==> config.mk <==
export PLATFORM = sky130hd
export DESIGN_NAME = remote_status_line_mirror
export DESIGN_NICKNAME = d
export VERILOG_FILES = /design/src/mirror_pkg.sv /design/src/pin_sync.sv /design/src/line_update.sv /design/src/remote_status_line_mirror.sv
export VERILOG_INCLUDE_DIRS = /design/src
export SDC_FILE = /design/constraint.sdc
export NUM_CORES = 1
export LEC_CHECK = 0
export ABC_CLOCK_PERIOD_IN_PS = 2920
export BUFFER_PORTS_ARGS = -buffer_cell sky130_fd_sc_hd__buf_2
export CORE_MARGIN = 5
export CORE_UTILIZATION = 48
export DETAILED_ROUTE_END_ITERATION = 8
export PLACE_DENSITY = 0.68
export SYNTH_ARGS = -nofsm -noshare
export SYNTH_HDL_FRONTEND = slang
export SYNTH_SLANG_ARGS = --single-unit
==> constraint.sdc <==
create_clock -name clk -period 2.92 [get_ports clk]
set_input_delay 0.146 -clock clk [delete_from_list [all_inputs] [get_ports clk]]
set_output_delay 0.146 -clock clk [all_outputs]
set_load 0.005 [all_outputs]
==> src/mirror_defs.svh <==
/*
 * constants for the status line mirror: line counts, packet field values,
 * timings in milliseconds and the clock rate they are derived from.
 * assumes a single 25 mhz module clock.
 */
`ifndef MIRROR_DEFS_SVH
`define MIRROR_DEFS_SVH

`define NUM_LINES        8
`define GROUP_W          4
`define SYNC_W           12
`define CLK_HZ           25000000
`define MS_PER_S         1000
`define T_REPEAT_MS      140
`define T_REPEAT_MAX_MS  240
`define T_SLEEP_MS       760
`define T_RESP_MS        760
`define CONF_ACK_MS      8'h14
`define CONF_STAY        1'b0
`define TAIL_PKTS        2'h2
`define REPEAT_MS_W      8
`define LONG_MS_W        10
`define PRE_W            15

`endif

==> src/mirror_pkg.sv <==
/*
 * types for the status line mirror: states, packet kinds and the packed
 * state records of the mirror and of the pin synchroniser.
 * assumes mirror_defs.svh is on the include path.
 */
package mirror_pkg;
`include "mirror_defs.svh"

	// controller states
	typedef enum logic [2:0] {
		ST_SLEEP,
		ST_LISTEN,
		ST_SEND_ACT,
		ST_WAIT_CONF,
		ST_SEND_TAIL,
		ST_POST,
		ST_SEND_CONF
	} state_t;

	// kind of packet exchanged with the radio packet layer
	typedef enum logic {
		PKT_ACTIVATE,
		PKT_CONFIRM
	} pkt_kind_t;

	// two-stage synchroniser state
	typedef struct packed {
		logic [`SYNC_W-1:0] stage1;
		logic [`SYNC_W-1:0] stage2;
	} sync_state_t;

	// whole state of the mirror controller
	typedef struct packed {
		state_t                  st;
		logic [`NUM_LINES-1:0]   outs;
		logic [`NUM_LINES-1:0]   oe;
		logic [`NUM_LINES-1:0]   prev_in;
		logic [`NUM_LINES-1:0]   last_rx;
		logic                    resp_role;
		logic                    send_role;
		logic [`LONG_MS_W-1:0]   resp_ms;
		logic [`REPEAT_MS_W-1:0] rep_ms;
		logic [`LONG_MS_W-1:0]   idle_ms;
		logic [7:0]              ack_ms;
		logic                    ack_out;
		logic [`PRE_W-1:0]       pre;
		logic [1:0]              tail_cnt;
		logic                    stay;
		logic                    tx_req;
		pkt_kind_t               tx_kind;
		logic [`NUM_LINES-1:0]   tx_lines;
		logic [7:0]              tx_ack_ms;
		logic                    tx_stay;
		logic                    sleep_ind;
		logic                    listen;
	} mirror_state_t;
endpackage

==> src/pin_sync.sv <==
/*
 * two flip-flop synchroniser for the status line pins and control pins.
 * assumes inputs are asynchronous to clk; output is two edges late.
 */
`timescale 1ns/1ps
`include "mirror_defs.svh"
module pin_sync
	import mirror_pkg::*;
(
	input  wire logic               clk,
	input  wire logic               srst,
	input  wire logic [`SYNC_W-1:0] pins,
	output      logic [`SYNC_W-1:0] pins_sync
);
	sync_state_t cur;  // registered stages
	sync_state_t nxt;  // next stages

	// first stage feeds only the second stage
	always_comb begin
		nxt        = cur;
		nxt.stage1 = pins;
		nxt.stage2 = cur.stage1;
	end

	// register both stages, cleared by reset
	always_ff @(posedge clk) begin
		if (srst) begin
			cur <= '0;
		end else begin
			cur <= nxt;
		end
	end

	assign pins_sync = cur.stage2;
endmodule

==> src/line_update.sv <==
/*
 * per-line output update for a received activation packet: momentary
 * lines copy the received bit, toggle lines flip on a 0 to 1 change.
 * assumes purely combinational use by the mirror controller.
 */
`timescale 1ns/1ps
`include "mirror_defs.svh"
module line_update
	import mirror_pkg::*;
(
	input  wire logic [`NUM_LINES-1:0] old_out,
	input  wire logic [`NUM_LINES-1:0] old_rx,
	input  wire logic [`NUM_LINES-1:0] new_rx,
	input  wire logic                  toggle,
	input  wire logic [`NUM_LINES-1:0] out_mask,
	output      logic [`NUM_LINES-1:0] new_out
);
	genvar i;

	// one slice per status line
	generate
		for (i = 0; i < `NUM_LINES; i = i + 1) begin : g_line
			// input lines never drive, toggle flips only on a rising bit
			assign new_out[i] = !out_mask[i] ? 1'b0 :
				toggle ? (old_out[i] ^ (new_rx[i] & ~old_rx[i])) :
				new_rx[i];
		end
	endgenerate
endmodule

==> src/remote_status_line_mirror.sv <==
/*
 * status line mirror controller: sends activation packets from rising
 * input lines, answers with confirmation packets, mirrors received lines.
 * assumes a radio packet layer on the same clock with one-cycle strobes.
 */
`timescale 1ns/1ps
`include "mirror_defs.svh"
module remote_status_line_mirror
	import mirror_pkg::*;
#(
	parameter int MS_CYCLES = `CLK_HZ / `MS_PER_S  // clock cycles per ms
) (
	input  wire logic                  clk,
	input  wire logic                  srst,
	input  wire logic [`NUM_LINES-1:0] line_in,
	output      logic [`NUM_LINES-1:0] line_out,
	output      logic [`NUM_LINES-1:0] line_oe,
	input  wire logic                  low_group_direction,
	input  wire logic                  high_group_direction,
	input  wire logic                  toggle_select,
	input  wire logic                  reply_permit,
	output      logic                  ack_out,
	output      logic                  sleep_ind,
	output      logic                  sender_role,
	output      logic                  responder_role,
	output      logic                  listen_en,
	output      logic                  tx_req,
	output      pkt_kind_t             tx_kind,
	output      logic [`NUM_LINES-1:0] tx_lines,
	output      logic [7:0]            tx_ack_ms,
	output      logic                  tx_stay_awake,
	input  wire logic                  tx_done,
	input  wire logic                  rx_valid,
	input  wire pkt_kind_t             rx_kind,
	input  wire logic [`NUM_LINES-1:0] rx_lines,
	input  wire logic [7:0]            rx_ack_ms,
	input  wire logic                  rx_stay_awake
);
	localparam logic [`REPEAT_MS_W-1:0] REPEAT_MS =
		`REPEAT_MS_W'(`T_REPEAT_MS);                 // repetition period
	localparam logic [`LONG_MS_W-1:0] SLEEP_MS =
		`LONG_MS_W'(`T_SLEEP_MS);                    // sleep delay
	localparam logic [`LONG_MS_W-1:0] RESP_MS =
		`LONG_MS_W'(`T_RESP_MS);                     // responder timeout
	localparam logic [`PRE_W-1:0] PRE_LAST =
		`PRE_W'(MS_CYCLES - 1);                      // last prescaler count

	mirror_state_t         cur;        // registered state
	mirror_state_t         nxt;        // next state
	logic [`SYNC_W-1:0]    pins_sync;  // synchronised pins
	logic [`NUM_LINES-1:0] line_sync;  // synchronised line levels
	logic [`NUM_LINES-1:0] in_mask;    // lines configured as inputs
	logic [`NUM_LINES-1:0] ins;        // levels of input lines
	logic [`NUM_LINES-1:0] upd_out;    // outputs after a packet
	logic                  toggle;     // synchronised toggle select
	logic                  permit;     // synchronised reply permit
	logic                  rise;       // some input line went high
	logic                  any_in;     // some input line is high
	logic                  all_in;     // every line is an input
	logic                  all_out;    // every line is an output
	logic                  tick;       // one-ms strobe
	logic                  rx_act;     // activation packet arrives
	logic                  rx_conf;    // confirmation packet arrives

	// bring every pin into the clock domain
	pin_sync u_sync (
		.clk       (clk),
		.srst      (srst),
		.pins      ({reply_permit, toggle_select, high_group_direction,
		             low_group_direction, line_in}),
		.pins_sync (pins_sync)
	);

	// decode directions, levels and packet strobes
	always_comb begin
		line_sync = pins_sync[`NUM_LINES-1:0];
		in_mask   = {{`GROUP_W{pins_sync[9]}},
		             {`GROUP_W{pins_sync[8]}}};
		toggle    = pins_sync[10];
		permit    = pins_sync[11];
		ins       = line_sync & in_mask;
		rise      = |(ins & ~cur.prev_in);
		any_in    = |ins;
		all_in    = &in_mask;
		all_out   = ~|in_mask;
		tick      = (cur.pre == PRE_LAST);
		rx_act    = rx_valid && (rx_kind == PKT_ACTIVATE);
		rx_conf   = rx_valid && (rx_kind == PKT_CONFIRM);
	end

	// new output levels for the packet on rx_lines
	line_update u_update (
		.old_out  (cur.outs),
		.old_rx   (cur.last_rx),
		.new_rx   (rx_lines),
		.toggle   (toggle),
		.out_mask (~in_mask),
		.new_out  (upd_out)
	);

	// start one activation packet with the given line levels
	function automatic mirror_state_t start_act(
		input mirror_state_t         s,
		input logic [`NUM_LINES-1:0] lines
	);
		mirror_state_t r;
		r           = s;
		r.st        = ST_SEND_ACT;
		r.tx_req    = 1'b1;
		r.tx_kind   = PKT_ACTIVATE;
		r.tx_lines  = lines;
		r.send_role = 1'b1;
		return r;
	endfunction

	// next-state logic of the whole controller
	always_comb begin
		nxt         = cur;
		nxt.tx_req  = 1'b0;
		nxt.prev_in = ins;
		nxt.oe      = ~in_mask;
		// millisecond prescaler
		if (tick) begin
			nxt.pre = '0;
		end else begin
			nxt.pre = `PRE_W'(cur.pre + `PRE_W'(1));
		end
		// acknowledge hold time runs down
		if (tick && cur.ack_ms != 8'h00) begin
			nxt.ack_ms = cur.ack_ms - 8'h01;
		end
		// responder role lapses without activation packets
		if (tick && cur.resp_role) begin
			nxt.resp_ms = cur.resp_ms - `LONG_MS_W'(1);
			if (cur.resp_ms == `LONG_MS_W'(1)) begin
				nxt.resp_role = 1'b0;
				if (!toggle) begin
					nxt.outs = '0;
				end
			end
		end
		case (cur.st)
			ST_SLEEP: begin
				// asleep until an input rises or some line is no longer an input
				if (rise) begin
					nxt = start_act(nxt, line_sync);
				end else if (!all_in) begin
					nxt.st = ST_LISTEN;
				end
			end
			ST_LISTEN: begin
				// receive operation, input rise takes priority
				if (rise && !all_out) begin
					nxt = start_act(nxt, line_sync);
				end else if (rx_act && !all_in) begin
					nxt.outs      = upd_out;
					nxt.last_rx   = rx_lines;
					nxt.resp_role = 1'b1;
					nxt.resp_ms   = RESP_MS;
					if (permit) begin
						nxt.st        = ST_SEND_CONF;
						nxt.tx_req    = 1'b1;
						nxt.tx_kind   = PKT_CONFIRM;
						nxt.tx_lines  = '0;
						nxt.tx_ack_ms = `CONF_ACK_MS;
						nxt.tx_stay   = `CONF_STAY;
					end
				end else if (all_in && !cur.resp_role) begin
					nxt.st = ST_SLEEP;
				end
			end
			ST_SEND_ACT: begin
				// packet layer busy with the activation packet
				if (tx_done) begin
					nxt.st     = ST_WAIT_CONF;
					nxt.rep_ms = REPEAT_MS;
				end
			end
			ST_WAIT_CONF: begin
				// listen for a confirmation until the next repeat
				if (rx_conf) begin
					nxt.ack_ms = rx_ack_ms;
					nxt.stay   = cur.stay | rx_stay_awake;
				end
				if (!any_in) begin
					nxt.st       = ST_SEND_TAIL;
					nxt.tx_req   = 1'b1;
					nxt.tx_kind  = PKT_ACTIVATE;
					nxt.tx_lines = '0;
					nxt.tail_cnt = `TAIL_PKTS;
				end else if (tick) begin
					nxt.rep_ms = cur.rep_ms - `REPEAT_MS_W'(1);
					if (cur.rep_ms == `REPEAT_MS_W'(1)) begin
						nxt = start_act(nxt, line_sync);
					end
				end
			end
			ST_SEND_TAIL: begin
				// two all-low packets close the activation
				if (tx_done) begin
					if (cur.tail_cnt == `TAIL_PKTS) begin
						nxt.tail_cnt = 2'h1;
						nxt.tx_req   = 1'b1;
						nxt.tx_lines = '0;
					end else begin
						nxt.tail_cnt  = 2'h0;
						nxt.send_role = 1'b0;
						if (all_in) begin
							nxt.st      = ST_POST;
							nxt.idle_ms = SLEEP_MS;
						end else begin
							nxt.st   = ST_LISTEN;
							nxt.stay = 1'b0;
						end
					end
				end
			end
			ST_POST: begin
				// awake a while for late confirmations
				if (rx_conf) begin
					nxt.ack_ms = rx_ack_ms;
					nxt.stay   = cur.stay | rx_stay_awake;
				end
				if (rise) begin
					nxt = start_act(nxt, line_sync);
				end else if (tick) begin
					nxt.idle_ms = cur.idle_ms - `LONG_MS_W'(1);
					if (cur.idle_ms == `LONG_MS_W'(1)) begin
						if (nxt.stay) begin
							nxt.idle_ms = SLEEP_MS;
							nxt.stay    = 1'b0;
						end else begin
							nxt.st = ST_SLEEP;
						end
					end
				end
			end
			ST_SEND_CONF: begin
				// confirmation in flight, then back to receiving
				if (tx_done) begin
					nxt.st = ST_LISTEN;
				end
			end
			default: begin
				nxt.st = ST_LISTEN;
			end
		endcase
		nxt.outs      = nxt.outs & ~in_mask;
		nxt.ack_out   = (nxt.ack_ms != 8'h00);
		nxt.sleep_ind = (nxt.st == ST_SLEEP);
		nxt.listen    = (nxt.st == ST_LISTEN) ||
		                (nxt.st == ST_WAIT_CONF) || (nxt.st == ST_POST);
	end

	// register the state; reset clears timers, roles and outputs
	always_ff @(posedge clk) begin
		if (srst) begin
			cur    <= '0;
			cur.st <= ST_LISTEN;
		end else begin
			cur <= nxt;
		end
	end

	// every output comes from the registered state
	assign line_out       = cur.outs;
	assign line_oe        = cur.oe;
	assign ack_out        = cur.ack_out;
	assign sleep_ind      = cur.sleep_ind;
	assign sender_role    = cur.send_role;
	assign responder_role = cur.resp_role;
	assign listen_en      = cur.listen;
	assign tx_req         = cur.tx_req;
	assign tx_kind        = cur.tx_kind;
	assign tx_lines       = cur.tx_lines;
	assign tx_ack_ms      = cur.tx_ack_ms;
	assign tx_stay_awake  = cur.tx_stay;

	// momentary output copies the received bits
	property p_momentary;
		@(posedge clk) disable iff (srst)
		(cur.st == ST_LISTEN && !rise && rx_act && !all_in && !toggle &&
		 !(tick && cur.resp_ms == `LONG_MS_W'(1)))
		|=> line_out == ($past(rx_lines) & ~$past(in_mask));
	endproperty
	a_momentary: assert property (p_momentary)
		else $error("momentary output differs from packet");

	// toggle output flips only on a rising received bit
	property p_toggle;
		@(posedge clk) disable iff (srst)
		(cur.st == ST_LISTEN && !rise && rx_act && !all_in && toggle)
		|=> line_out == (($past(cur.outs) ^ ($past(rx_lines) &
		    ~$past(cur.last_rx))) & ~$past(in_mask));
	endproperty
	a_toggle: assert property (p_toggle)
		else $error("toggle output wrong after packet");

	// an activation request carries the sampled line levels
	property p_snapshot;
		@(posedge clk) disable iff (srst)
		(tx_req && tx_kind == PKT_ACTIVATE && cur.st == ST_SEND_ACT)
		|-> tx_lines == $past(line_sync);
	endproperty
	a_snapshot: assert property (p_snapshot)
		else $error("activation packet not a snapshot");

	// an all-output unit never sends activation packets
	property p_no_send;
		@(posedge clk) disable iff (srst)
		(tx_req && tx_kind == PKT_ACTIVATE) |-> !$past(all_out);
	endproperty
	a_no_send: assert property (p_no_send)
		else $error("responder-only unit sent activation");

	// tail packets report every line low
	property p_tail_low;
		@(posedge clk) disable iff (srst)
		(tx_req && cur.st == ST_SEND_TAIL) |-> tx_lines == '0;
	endproperty
	a_tail_low: assert property (p_tail_low)
		else $error("tail packet not all low");

	// a confirmation follows a permitted packet with fixed fields
	property p_confirm;
		@(posedge clk) disable iff (srst)
		(tx_req && tx_kind == PKT_CONFIRM) |-> tx_ack_ms == 8'h14 &&
		!tx_stay_awake && $past(permit) && $past(rx_act);
	endproperty
	a_confirm: assert property (p_confirm)
		else $error("confirmation packet malformed");

	// a received acknowledgement raises the ack output next cycle
	property p_ack;
		@(posedge clk) disable iff (srst)
		(cur.st == ST_WAIT_CONF && rx_conf && rx_ack_ms != 8'h00)
		|=> ack_out && cur.ack_ms != 8'h00;
	endproperty
	a_ack: assert property (p_ack)
		else $error("ack output not raised");

	// listening follows each sent activation packet
	property p_listen;
		@(posedge clk) disable iff (srst)
		(cur.st == ST_SEND_ACT && tx_done)
		|=> listen_en && cur.rep_ms == `REPEAT_MS_W'(140);
	endproperty
	a_listen: assert property (p_listen)
		else $error("no listening after activation");

	// responder role ends only when its timer runs out
	property p_resp_end;
		@(posedge clk) disable iff (srst)
		$fell(responder_role) |-> $past(cur.resp_ms) == `LONG_MS_W'(1)
		&& $past(tick);
	endproperty
	a_resp_end: assert property (p_resp_end)
		else $error("responder role ended early");

	// outputs are low right after reset
	property p_reset_low;
		@(posedge clk) $past(srst) |-> line_out == '0 && !ack_out;
	endproperty
	a_reset_low: assert property (p_reset_low)
		else $error("outputs not low after reset");

	// main scenarios
	c_toggle: cover property (@(posedge clk) rx_act && toggle);
	c_ack: cover property (@(posedge clk) $rose(ack_out));
	c_tail: cover property (@(posedge clk) cur.st == ST_SEND_TAIL);
	c_sleep: cover property (@(posedge clk) $rose(sleep_ind));
endmodule

Yosys cells after proc, flatten, opt, wreduce, memory -nomap -nowiden --
Cells that the tools add are included.
Storage, ports and cells: bits of input ports 34, register bits 137, output and inout port bits 40, logic and storage cells 225
Cells by class: add/sub/neg operators 5, bitwise gates (word level) 36, eq/ne operators 33, multiplexer cells 93, reduce and logical (&&, ||, !) cells 34
Operator list (number):
- two-way mux 113 bit | 2
- one-hot mux 33 bit (4 select lines) | 1
- two-way mux 10 bit | 11
- two-way mux 86 bit | 1
- one-hot mux 10 bit (4 select lines) | 2
- two-way mux 77 bit | 1
- two-way mux 19 bit | 4
- two-way mux 8 bit | 9
- one-hot mux 24 bit (3 select lines) | 1
- two-way mux 3 bit | 15
- one-hot mux 11 bit (4 select lines) | 1
- one-hot mux 8 bit (5 select lines) | 1
- one-hot mux 8 bit (4 select lines) | 1
- two-way mux 1 bit | 31
- != test 2 bit, second input constant | 15
- AND 8 bit | 3
- AND reduction 6 bit | 4
- two-way mux 11 bit | 2
- two-way mux 21 bit | 1
- one-hot mux 3 bit (7 select lines) | 1
- equality test 10 x 1 -> 1 bit, second input constant | 2
- one-hot mux 4 bit (5 select lines) | 1
- subtractor 10 x 1 -> 10 bit, second input constant | 2
- two-way mux 9 bit | 2
- other kinds (35) | 87

Logic depth before layout (Yosys ltp) --
Gate-level depths: netlist of run 1.
word-level depth 11, gate-level depth with buffers 10, gate-level depth less buffers 8

By module --
Synthesis of run 1 repeated with hierarchy kept, for this count alone.
Unflattened totals: cells, all modules 698, area, all modules 6044.5 um^2
By module, submodules not included:
- remote_status_line_mirror | area an instance 4947.2 um^2, times used 1, cells each 587, sequential area each 1981.9 um^2
- pin_sync | area an instance 783.3 um^2, times used 1, cells each 62, sequential area each 480.5 um^2
- line_update | area an instance 314.1 um^2, times used 1, cells each 49, sequential area each 0.0 um^2

Worst setup path before layout of run 1 --
Ideal clock, no wire load.
path type reg2reg, start register cur[35] (netlist bit), end register cur, in the netlist ack_out, stages on the path, launching flop included 9, clock period less this slack 2.255 ns, required time 2.782 ns, path slack 0.665 ns, data arrival time 2.117 ns, cell sequence dfxtp_1 > or4b_4 > nor4_4 > buf_6 > nand4_1 > xnor2_1 > mux2_2 > nor4_1 > a41oi_1
On the way: longest elaborated chain between the ends 9, elaborated cells on any way between the ends 10, those cells by class eq/ne: 1; mux: 7; reduce/logical: 2
RTL lines:
- start: declaration | line remote_status_line_mirror.sv:48 | mirror_state_t cur;
- start signal: assignment | line remote_status_line_mirror.sv:261 | cur <= nxt;
- equality test 15 bit * | line remote_status_line_mirror.sv:86 | tick = (cur.pre == PRE_LAST);
- logical AND 1 bit | line remote_status_line_mirror.sv:129 | if (tick && cur.ack_ms != 8'h00) begin
- two-way mux 8 bit | line remote_status_line_mirror.sv:129
- two-way mux 8 bit | line remote_status_line_mirror.sv:181, remote_status_line_mirror.sv:220
- two-way mux 113 bit | line remote_status_line_mirror.sv:193 | if (cur.rep_ms == `REPEAT_MS_W'(1)) begin
- two-way mux 113 bit | line remote_status_line_mirror.sv:191 | end else if (tick) begin
- two-way mux 86 bit | line remote_status_line_mirror.sv:185 | if (!any_in) begin
- one-hot mux 24 bit (3 select lines) * | line remote_status_line_mirror.sv:142 | case (cur.st)
- nonzero test 8 bit * | line remote_status_line_mirror.sv:249 | nxt.ack_out = (nxt.ack_ms != 8'h00);
Mark *: on every way between the ends. The rest lies on a longest branch, timed or not. The select of a mux whose other input is x is not followed. A chain may end at the register's enable or synchronous reset.

Worst setup path after layout of run 1 --
start register cur[34] (netlist bit), end register cur, in the netlist ack_out
Same word-level chain as after synthesis.

==> run_results.csv, run 1 <==
group,metric,value,unit
sta,period_needed,2.71,ns
synth,yosysWarnings,0,
drt,postRouteAntennaNets,0,
grt,grt_use_total,18.5,%
worst_setup_path,path_class,"register to register",
die,core,11500,sq um
placement,place_area,5890,sq um
clocking,clk_latency,0.42,ns
die,boundaryPins,74,
grt,grt_util_met3,4.82,%
synth,synth.avg_cell_area,8.77,sq um
die,initial_core_util,49.3,%
grt,overflow,0,
clocking,cts.clk_slew.worst_paths,0.05,ns
synth,synth_cell_type_count,62,
synth,postSynthCellCount,645,
finish,finalNetCount,749,
flow_run,cap_viol_max_count,0,
sta,max_freq,0.369,GHz
power_and_ir_drop,p_leak,2.73,nW
grt,grt_pass1_wl,21300,um
placement,hpwl,8700,um
finish,antennaDiodeCount,0,
worst_setup_path,endpoint_kind,"register",
clocking,htree_levels,4,
synth,ys_ff_latch,123,
worst_setup_path,critPathRequiredTime,3.18,ns
sta,setup_violations,0,
worst_setup_path,cp.arrival,2.97,ns
sta,period_share,92.8,%
die,fp.dieArea,14100,sq um
finish,areaGrowthSynthToFinish,19.6,%
worst_setup_path,crit_slowest_cell,"or4b_4",
die,die_h,119,um
clocking,hold_buffers,21,
finish,postLayoutCoreUtil,59.0,%
worst_setup_path,crit_family,"simple AND/OR/NAND/NOR gates",
grt,use_met2,31.6,%
sta,worst_pin_slew,0.662,ns
drt,vias,4615,
grt,grt_most_used_layer,"met2",
finish,final_cell_mix,"dfxtp_1 (123), buf_2 (66), nor2_1 (64)",
sta,max_slew_margin,55.8,%
synth,synth_edf_count,0,
drt,remaining_drc_errors,0,
clocking,cts_sinks,123,
die,die_w,119,um
synth,netlist_area,5650,sq um
finish,layout_commonest_cell,"dfxtp_1",
drt,finalWirelength,12500,um
clocking,post_cts_resized,0,
grt,antenna_found_initial,0,
placement,routabilityCongestion,0.829,
drt,first_iter_violations,316,
outcome,status,"complete, no violations",
finish,final_cells,861,
clocking,root_buffer,"clkbuf_16",
die,num_rows,39,
worst_setup_path,cp_max_fo,12,
sta,fin_skew,0.00807,ns
power_and_ir_drop,ir_drop,664,uV
clocking,cts_tree,"built",
placement,portBuffers,66,
grt,grt_max_degree,37,
sta,fin_setup_tns,0,ns
synth,async_flop_share,0,%
hold_path,min_path_type,"primary input to register",
worst_setup_path,critical_path_buf_inv_count,0,
drt,vias_per_cell,5.36,
worst_setup_path,worstPathCellList,"or4b_4 -> nor4_4 -> nand4_1 -> xnor2_1 -> mux2_2 -> nor4_1 -> a41oi_1",
worst_setup_path,start_kind,"register",
drt,first_pass_iters,5,
clocking,post_cts_buffers,0,
clocking,cts_buffer_depth,2,
finish,layout-drive-gt1-share,17.8,%
sta,hold_viol_final,0,
grt,grt.met1_usage,21.9,%
synth,synthFlopType,"dfxtp_1",
sta,maxSlewViolCount,0,
worst_setup_path,slowest_delay,0.54,ns
placement,dp_cells,809,
clocking,cts_buffers,17,
power_and_ir_drop,cellPowerDensity,658,nW/um^2
sta,rsz0062_at_grt,"false",
synth,synth-seq-area-share,43.5,%
finish,fin_area,6760,sq um
sta,whs,0.0142,ns
grt,grt_pass1_vias,4565,
drt,wire_per_inst,14.5,um
-- tightest hold or removal path, stage by stage --
cell     delay (ns)
buf_2          0.12
nand2_1        0.06
a21oi_1        0.05
-- area by class of cell --
class | count | area (sq um)
flip-flops and latches | 123 | 2460
repair buffers | 97 | 616
clock buffers | 20 | 447
inverters | 23 | 86.3
fillers | 970 | 4700
well taps | 143 | 179
multi-input cells | 444 | 2760
clock inverters | 11 | 216
-- cells in the mapped netlist, types with 9 or more instances --
cell type  number  share of area (%)
o21ai_0        20                1.8
dfxtp_1       123                 44
nor3_1         25                2.2
nand2_1        43                2.9
nand2b_1        9                1.0
nand3b_1       10                1.3
nand3_1        17                1.5
nor2b_1        43                4.8
a21oi_1        39                3.5
xnor2_1        14                2.2
inv_1          22                1.5
xor2_1         22                3.4
clkbuf_1       21                1.4
a22oi_1         9                1.2
and2_1         11                1.2
buf_4          33                4.4
ha_1            9                2.0
nor2_1         64                4.2
mux2_2          9                1.8
-- cells by family after synthesis --
logic type	share of synthesized area [%]
AND/OR/NAND/NOR	25.2
flip-flops	43.5
other	0.0663
XOR/XNOR	5.58
buffers and inverters	8.10
AO/OA/AOI/OAI	13.4
adder cells (fa/ha/maj)	1.99
multiplexers	2.15
-- final timing paths --
kind,start,endpoint,slack [ns],cells after the start
setup / recovery,cur[34],ack_out,0.21,7
hold / removal,rx_lines[7],cur[85],0.01,3
setup reg to reg,cur[34],ack_out,0.21,7
hold reg to reg,u_sync.cur[15],u_sync.pins_sync[3],0.43,1
-- registers in the layout, summed over array words and instances, names as in the netlist --
register / count
cur: 73
u_sync.cur: 12
u_sync.pins_sync: 12
line_out: 8
tx_lines: 8
line_oe: 2
ack_out: 1
listen_en: 1
responder_role: 1
sender_role: 1
sleep_ind: 1
tx_ack_ms: 1
tx_kind: 1
tx_req: 1
-- where the power goes --
| group | total (mW) | leakage (nW) | switching [mW] | internal [mW] |
|---|---|---|---|---|
| combinational | 0.313 | 1.41 | 0.168 | 0.145 |
| clock | 2.35 | 0.313 | 0.732 | 1.62 |
| sequential | 1.79 | 1.00 | 0.0535 | 1.74 |
| total | 4.45 | 2.73 | 0.954 | 3.50 |
-- stage by stage --
step	worst slack (ns)	total power, mW
2_1_floorplan	0.665	2.03
3_3_place_gp	0.402	2.11
3_5_place_dp	0.259	2.12
4_1_cts	0.256	4.49
5_1_grt	0.0567	4.61
6_report	0.209	4.45
-- metal layers --
| layer | wire length, um | vias to the layer above |
|---|---|---|
| met5 | 0 | - |
| met4 | 291 | 0 |
| met3 | 510 | 22 |
| met2 | 6130 | 106 |
| met1 | 5560 | 2173 |
| li1 | - | 2314 |
Power figures use the tool's default switching activity.
==> inputs of run 2 (changes only) <==
ABC_AREA = 1   (was not set)
==> run 2 against run 1 <==
  * Power increased by 23%
  * Setup slack better by 0.66 ns
  * Combinational power grew to 3.1 times the previous value
  * Highest routed layer unchanged
  * Clock power is 8% higher
  * Via count increased by 22%
==> run_results.csv, run 2 <==
group,metric,value,unit
synth,ys_ff_latch,123,
clocking,clk_latency,0.42,ns
sta,hold_viol_final,0,
synth,synth_edf_count,0,
clocking,post_cts_resized,0,
synth,synth_area_leaders,"dfxtp_1 (39%), nand2_1 (11%), nor2_1 (8.7%), inv_1 (7.3%), a21oi_1 (5.0%)",
worst_setup_path,critPathRequiredTime,3.27,ns
clocking,cts_buffers,17,
sta,fin_skew,0.00842,ns
drt,postRouteAntennaNets,0,
sta,period_needed,2.05,ns
power_and_ir_drop,p_leak,3.33,nW
sta,max_freq,0.488,GHz
drt,vias,5628,
drt,wire_per_inst,12.1,um
power_and_ir_drop,cellPowerDensity,746,nW/um^2
synth,synth_compound_area_share,11.9,%
clocking,cts.clk_slew.worst_paths,0.05,ns
sta,max_slew_margin,40.9,%
power_and_ir_drop,ir_drop,493,uV
power_and_ir_drop,p_clk_share,46.4,%
die,core,12700,sq um
worst_setup_path,start_kind,"register",
grt,grt_pass1_wl,22900,um
die,boundaryPins,74,
power_and_ir_drop,p_switching,1.47,mW
power_and_ir_drop,p_sw_share,26.9,%
clocking,root_buffer,"clkbuf_16",
sta,setup_violations,0,
finish,largest_register,"cur",
grt,grt_use_total,18.7,%
finish,final_cell_mix,"nand2_1 (181), nor2_1 (144), dfxtp_1 (123)",
synth,synthFlopType,"dfxtp_1",
finish,finalNetCount,1005,
synth,yosys.area_share.adder,1.80,%
hold_path,min_path_type,"primary input to register",
clocking,cts_buffer_depth,2,
synth,synth.avg_cell_area,6.88,sq um
placement,portBuffers,66,
worst_setup_path,endpoint_kind,"register",
synth,netlist_area,6240,sq um
synth,synthMuxAreaShare,0,%
worst_setup_path,cp_max_fo,17,
synth,synth_xor_area_share,2.95,%
die,initial_core_util,49.3,%
clocking,hold_buffers,13,
grt,grt_pass1_vias,4966,
finish,layout-drive-gt1-share,13.6,%
sta,fin_setup_tns,0,ns
outcome,status,"complete, no violations",
sta,fin_ws,0.873,ns
clocking,cts_tree,"built",
drt,first_pass_iters,5,
drt,remaining_drc_errors,0,
power_and_ir_drop,combPwrFrac,17.9,%
die,die_w,124,um
synth,synth_simple_gate_area_share,30.2,%
power_and_ir_drop,intPower,3.99,mW
sta,worst_pin_slew,0.885,ns
drt,finalWirelength,13900,um
flow_run,cap_viol_max_count,0,
synth,synth-seq-area-share,39.4,%
placement,hpwl,9860,um
die,fp.dieArea,15400,sq um
grt,grt_max_degree,46,
grt,overflow,0,
synth,postSynthCellCount,907,
synth,yosys.area.top_type_share,39.4,%
drt,vias_per_cell,4.91,
synth,synth_cell_type_count,46,
worst_setup_path,path_class,"register to register",
placement,routabilityCongestion,0.907,
synth,yosysWarnings,0,
clocking,htree_levels,4,
sta,rsz0062_at_grt,"false",
synth,synth_top_family_by_area,"simple AND/OR/NAND/NOR gates",
drt,first_iter_violations,372,
clocking,cts_sinks,123,
die,die_h,124,um
power_and_ir_drop,p_seq_share,35.7,%
die,num_rows,41,
synth,synth_common_cells,"nand2_1 (181), nor2_1 (144), dfxtp_1 (123)",
worst_setup_path,cp.arrival,2.40,ns
synth,yosysMostFrequentCell,"nand2_1",
clocking,post_cts_buffers,0,
grt,antenna_found_initial,0,
sta,period_share,70.1,%
sta,maxSlewViolCount,0,
finish,largest_register_ffs,73,
synth,synth_top_area_cell,"dfxtp_1",
synth,async_flop_share,0,%
finish,layout_commonest_cell,"nand2_1",
placement,pre_cts_slack,0.901,ns
finish,antennaDiodeCount,0,
finish,areaGrowthSynthToFinish,17.3,%
==> run 2: layout make-up <==
cell class / instances / area [sq um]
clock inverter: 15 / 294
tap: 172 / 215
clock buffer: 17 / 425
timing repair buffer: 81 / 475
inverter: 131 / 494
fill: 1224 / 5350
multi-input combinational: 608 / 2950
sequential: 123 / 2460
==> run 2: through the flow <==
step	hold WS (ns)	instance area [sq um]	power, mW	instances	util, %
6_report	0.0223	7320	5.46	1147	57.8
5_1_grt	0.0474	7320	5.76	1147	57.8
4_1_cts	0.00479	7320	5.51	1147	57.8
3_3_place_gp	0.344	6470	2.94	1102	51.1
3_5_place_dp	0.351	6470	2.94	1102	51.1
2_1_floorplan	0.253	6260	2.77	913	-
==> run 2: critical path, cell delays in order (launching register included) <==
cell,delay [ns]
dfxtp_1,0.36
ha_1,0.23
nand2_1,0.12
nor3_2,0.20
nand2_1,0.15
nor2_1,0.15
inv_1,0.05
nand2_1,0.14
nand4_4,0.26
nand2_1,0.13
nand2_1,0.06
nor2_1,0.13
==> run 2: routing by layer <==
layer	vias up	wire length, um	GRT usage, %
met5	-	0	0
met1	2505	6520	25.0
met2	161	6280	29.1
li1	2941	-	-
met3	21	937	4.77
met4	0	164	6.78
==> run 2: final timing paths <==
path	depth (start not counted)	slack [ns]	endpoint	from
worst max-delay path	11	0.87	tx_lines[4]	cur[24]
worst min-delay path	3	0.02	cur[85]	rx_lines[7]
worst max register to register	11	0.87	tx_lines[4]	cur[24]
worst min register to register	2	0.40	u_sync.pins_sync[9]	u_sync.cur[21]
==> run 2: kinds of logic after synthesis <==
family | count (synthesis)
fa+ha+maj | 9
other cells | 1
xor+xnor | 21
buf+inv | 182
flops | 123
simple gates | 431
compound gates | 140
==> run 2: power by group through the flow <==
stage / clock (mW) / sequential [mW] / combinational, mW
floorplan: 0 / 1.96 / 0.819
global placement: 0 / 1.98 / 0.951
detailed placement: 0 / 1.98 / 0.963
CTS: 2.58 / 1.95 / 0.982
global route: 2.67 / 1.97 / 1.13
finish: 2.53 / 1.95 / 0.980
==> inputs of run 3 (changes only) <==
ABC_CLOCK_PERIOD_IN_PS = 2100   (was 2920)
clock period = 2.1 ns   (was 2.92 ns; I/O delays follow)
==> run 3 against run 2 <==
  * Global-route usage is 0.43 points higher
  * Die area stayed put
  * Clock power is 27% higher
  * Non-clock buffer count is 22 higher
  * Register-to-register slack worse by 0.68 ns
  * Count of clock-buffer cells in the layout stayed put
  * Sequential share of layout area is 0.76 points lower
  * First-iteration DRC count is 15% lower
  * Combinational power is 49% higher
  * Critical path type unchanged
==> run_results.csv, run 3 (same netlist as run 2, synthesis figures left out) <==
group,metric,value,unit
clocking,cts_buffer_depth,2,
sta,fin_setup_tns,0,ns
power_and_ir_drop,p_leak,3.42,nW
placement,place_area,6570,sq um
grt,overflow,0,
finish,layout-drive-gt1-share,15.2,%
finish,largest_register_ffs,73,
drt,first_iter_violations,315,
die,die_w,124,um
die,die_h,124,um
hold_path,min_path_type,"primary input to register",
die,num_rows,41,
grt,grt_use_total,19.1,%
worst_setup_path,start_kind,"register",
placement,pre_cts_slack,0.116,ns
power_and_ir_drop,p_clk_share,43.6,%
clocking,post_cts_buffers,0,
clocking,cts.clk_slew.worst_paths,0.06,ns
sta,fin_ws,0.195,ns
worst_setup_path,rr_startpoint,"cur[24]",
sta,worst_pin_slew,0.575,ns
worst_setup_path,crit_slowest_cell,"dfxtp_1",
clocking,htree_levels,4,
drt,first_pass_iters,4,
sta,max_slew_margin,61.6,%
clocking,root_buffer,"clkbuf_16",
clocking,cts_sinks,123,
die,initial_core_util,49.3,%
power_and_ir_drop,combPwrFrac,19.8,%
placement,hpwl,10000,um
drt,postRouteAntennaNets,0,
finish,layout_commonest_cell,"nand2_1",
sta,maxSlewViolCount,0,
placement,portBuffers,66,
power_and_ir_drop,p_switching,2.20,mW
finish,finalNetCount,1028,
finish,antennaDiodeCount,0,
sta,whs,0.0215,ns
drt,vias_per_cell,4.87,
worst_setup_path,worstPathCellList,"ha_1 -> nand2_1 -> nor3_2 -> nand2_1 -> nor2_1 -> nand2_1 -> nand2_1 -> nand2_1 -> nor3_2 -> nand2_1 -> nor2_1",
finish,largest_register,"cur",
sta,max_freq,0.525,GHz
power_and_ir_drop,p_seq_share,36.6,%
power_and_ir_drop,ir_drop,698,uV
sta,period_needed,1.91,ns
clocking,cts_tree,"built",
worst_setup_path,critPathRequiredTime,2.46,ns
worst_setup_path,path_class,"register to register",
finish,areaGrowthSynthToFinish,20.0,%
power_and_ir_drop,p_sw_share,29.8,%
power_and_ir_drop,cellPowerDensity,983,nW/um^2
worst_setup_path,slowest_delay,0.35,ns
sta,fin_skew,0.00725,ns
drt,finalWirelength,14300,um
grt,grt_pass1_wl,23500,um
sta,period_share,90.7,%
grt,grt_max_degree,45,
finish,final_cell_mix,"nand2_1 (180), nor2_1 (142), inv_1 (122), dfxtp_1 (122), buf_2 (66)",
clocking,clk_latency,0.42,ns
die,boundaryPins,74,
finish,fin_area,7490,sq um
sta,hold_viol_final,0,
sta,rsz0062_at_grt,"false",
power_and_ir_drop,intPower,5.17,mW
grt,grt_pass1_vias,5178,
flow_run,cap_viol_max_count,0,
drt,wire_per_inst,12.2,um
worst_setup_path,crit_start,"cur[24]",
worst_setup_path,endpoint_kind,"register",
clocking,cts_buffers,17,
grt,antenna_found_initial,0,
worst_setup_path,cp_max_fo,4,
hold_path,hold_start,"rx_ack_ms[7]",
sta,setup_violations,0,
worst_setup_path,crit_top_cell,"nand2_1",
drt,vias,5698,
drt,remaining_drc_errors,0,
worst_setup_path,cp.arrival,2.27,ns
die,fp.dieArea,15400,sq um
outcome,status,"complete, no violations",
placement,routabilityCongestion,0.921,
die,core,12700,sq um
run 3: changes by cell type in the layout (fill, tap and decap cells not counted), moves of 4 or more:
cell and delta:
inv_6 +4, bufinv_16 -4, inv_8 +4, buf_4 +11, dlygate4sd3_1 +10
run 3: per-stage QoR:
step / instances / utilization (%) / power (mW)
after floorplan: 913 / - / 3.86
after global placement: 1114 / 51.9 / 4.11
after detailed placement: 1114 / 51.9 / 4.11
after CTS: 1169 / 58.8 / 7.37
after global routing: 1170 / 59.1 / 7.77
final: 1170 / 59.1 / 7.37
run 3: repair_timing:
| item | 4_1_cts | 5_1_grt |
|---|---|---|
| gates resized for setup | 0 | 8 |
| endpoints found under the hold margin | 23 | 0 |
| endpoints found under the setup margin | 0 | 16 |
| hold buffers | 23 | 0 |
run 3: power by group through the flow:
stage          Combinational, mW  Clock (mW)  Sequential, mW
2_1_floorplan               1.14           0            2.72
3_5_place_dp                1.37           0            2.74
3_3_place_gp                1.36           0            2.75
6_report                    1.46        3.21            2.70
4_1_cts                     1.41        3.26            2.70
5_1_grt                     1.66        3.38            2.72
run 3: final cells by class:
class                   count  area [sq um]
clock inverters            15           225
flip-flops and latches    123          2460
repair buffers            103           678
fillers                  1207          5180
clock buffers              17           425
well taps                 172           215
multi-input cells         609          2990
inverters                 131           494
run 3: worst max-delay path: cells and delay by family (launching register included):
family        cells  cell delay [ns]
fa+ha+maj         1             0.21
simple gates     10             1.27
flops             1             0.35
run 3: metal layers:
metal / wire [um] / up-vias / global-route usage, %
li1: - / 2996 / -
met2: 6380 / 147 / 29.9
met4: 185 / 0 / 5.95
met5: 0 / - / 0
met1: 6850 / 2537 / 25.6
met3: 866 / 18 / 5.27
run 3: worst paths after layout:
path | to | slack (ns) | cells after the start
max | sleep_ind | 0.19 | 11
max reg2reg | sleep_ind | 0.19 | 11
min | cur[47] | 0.02 | 4
min reg2reg | u_sync.pins_sync[8] | 0.39 | 2
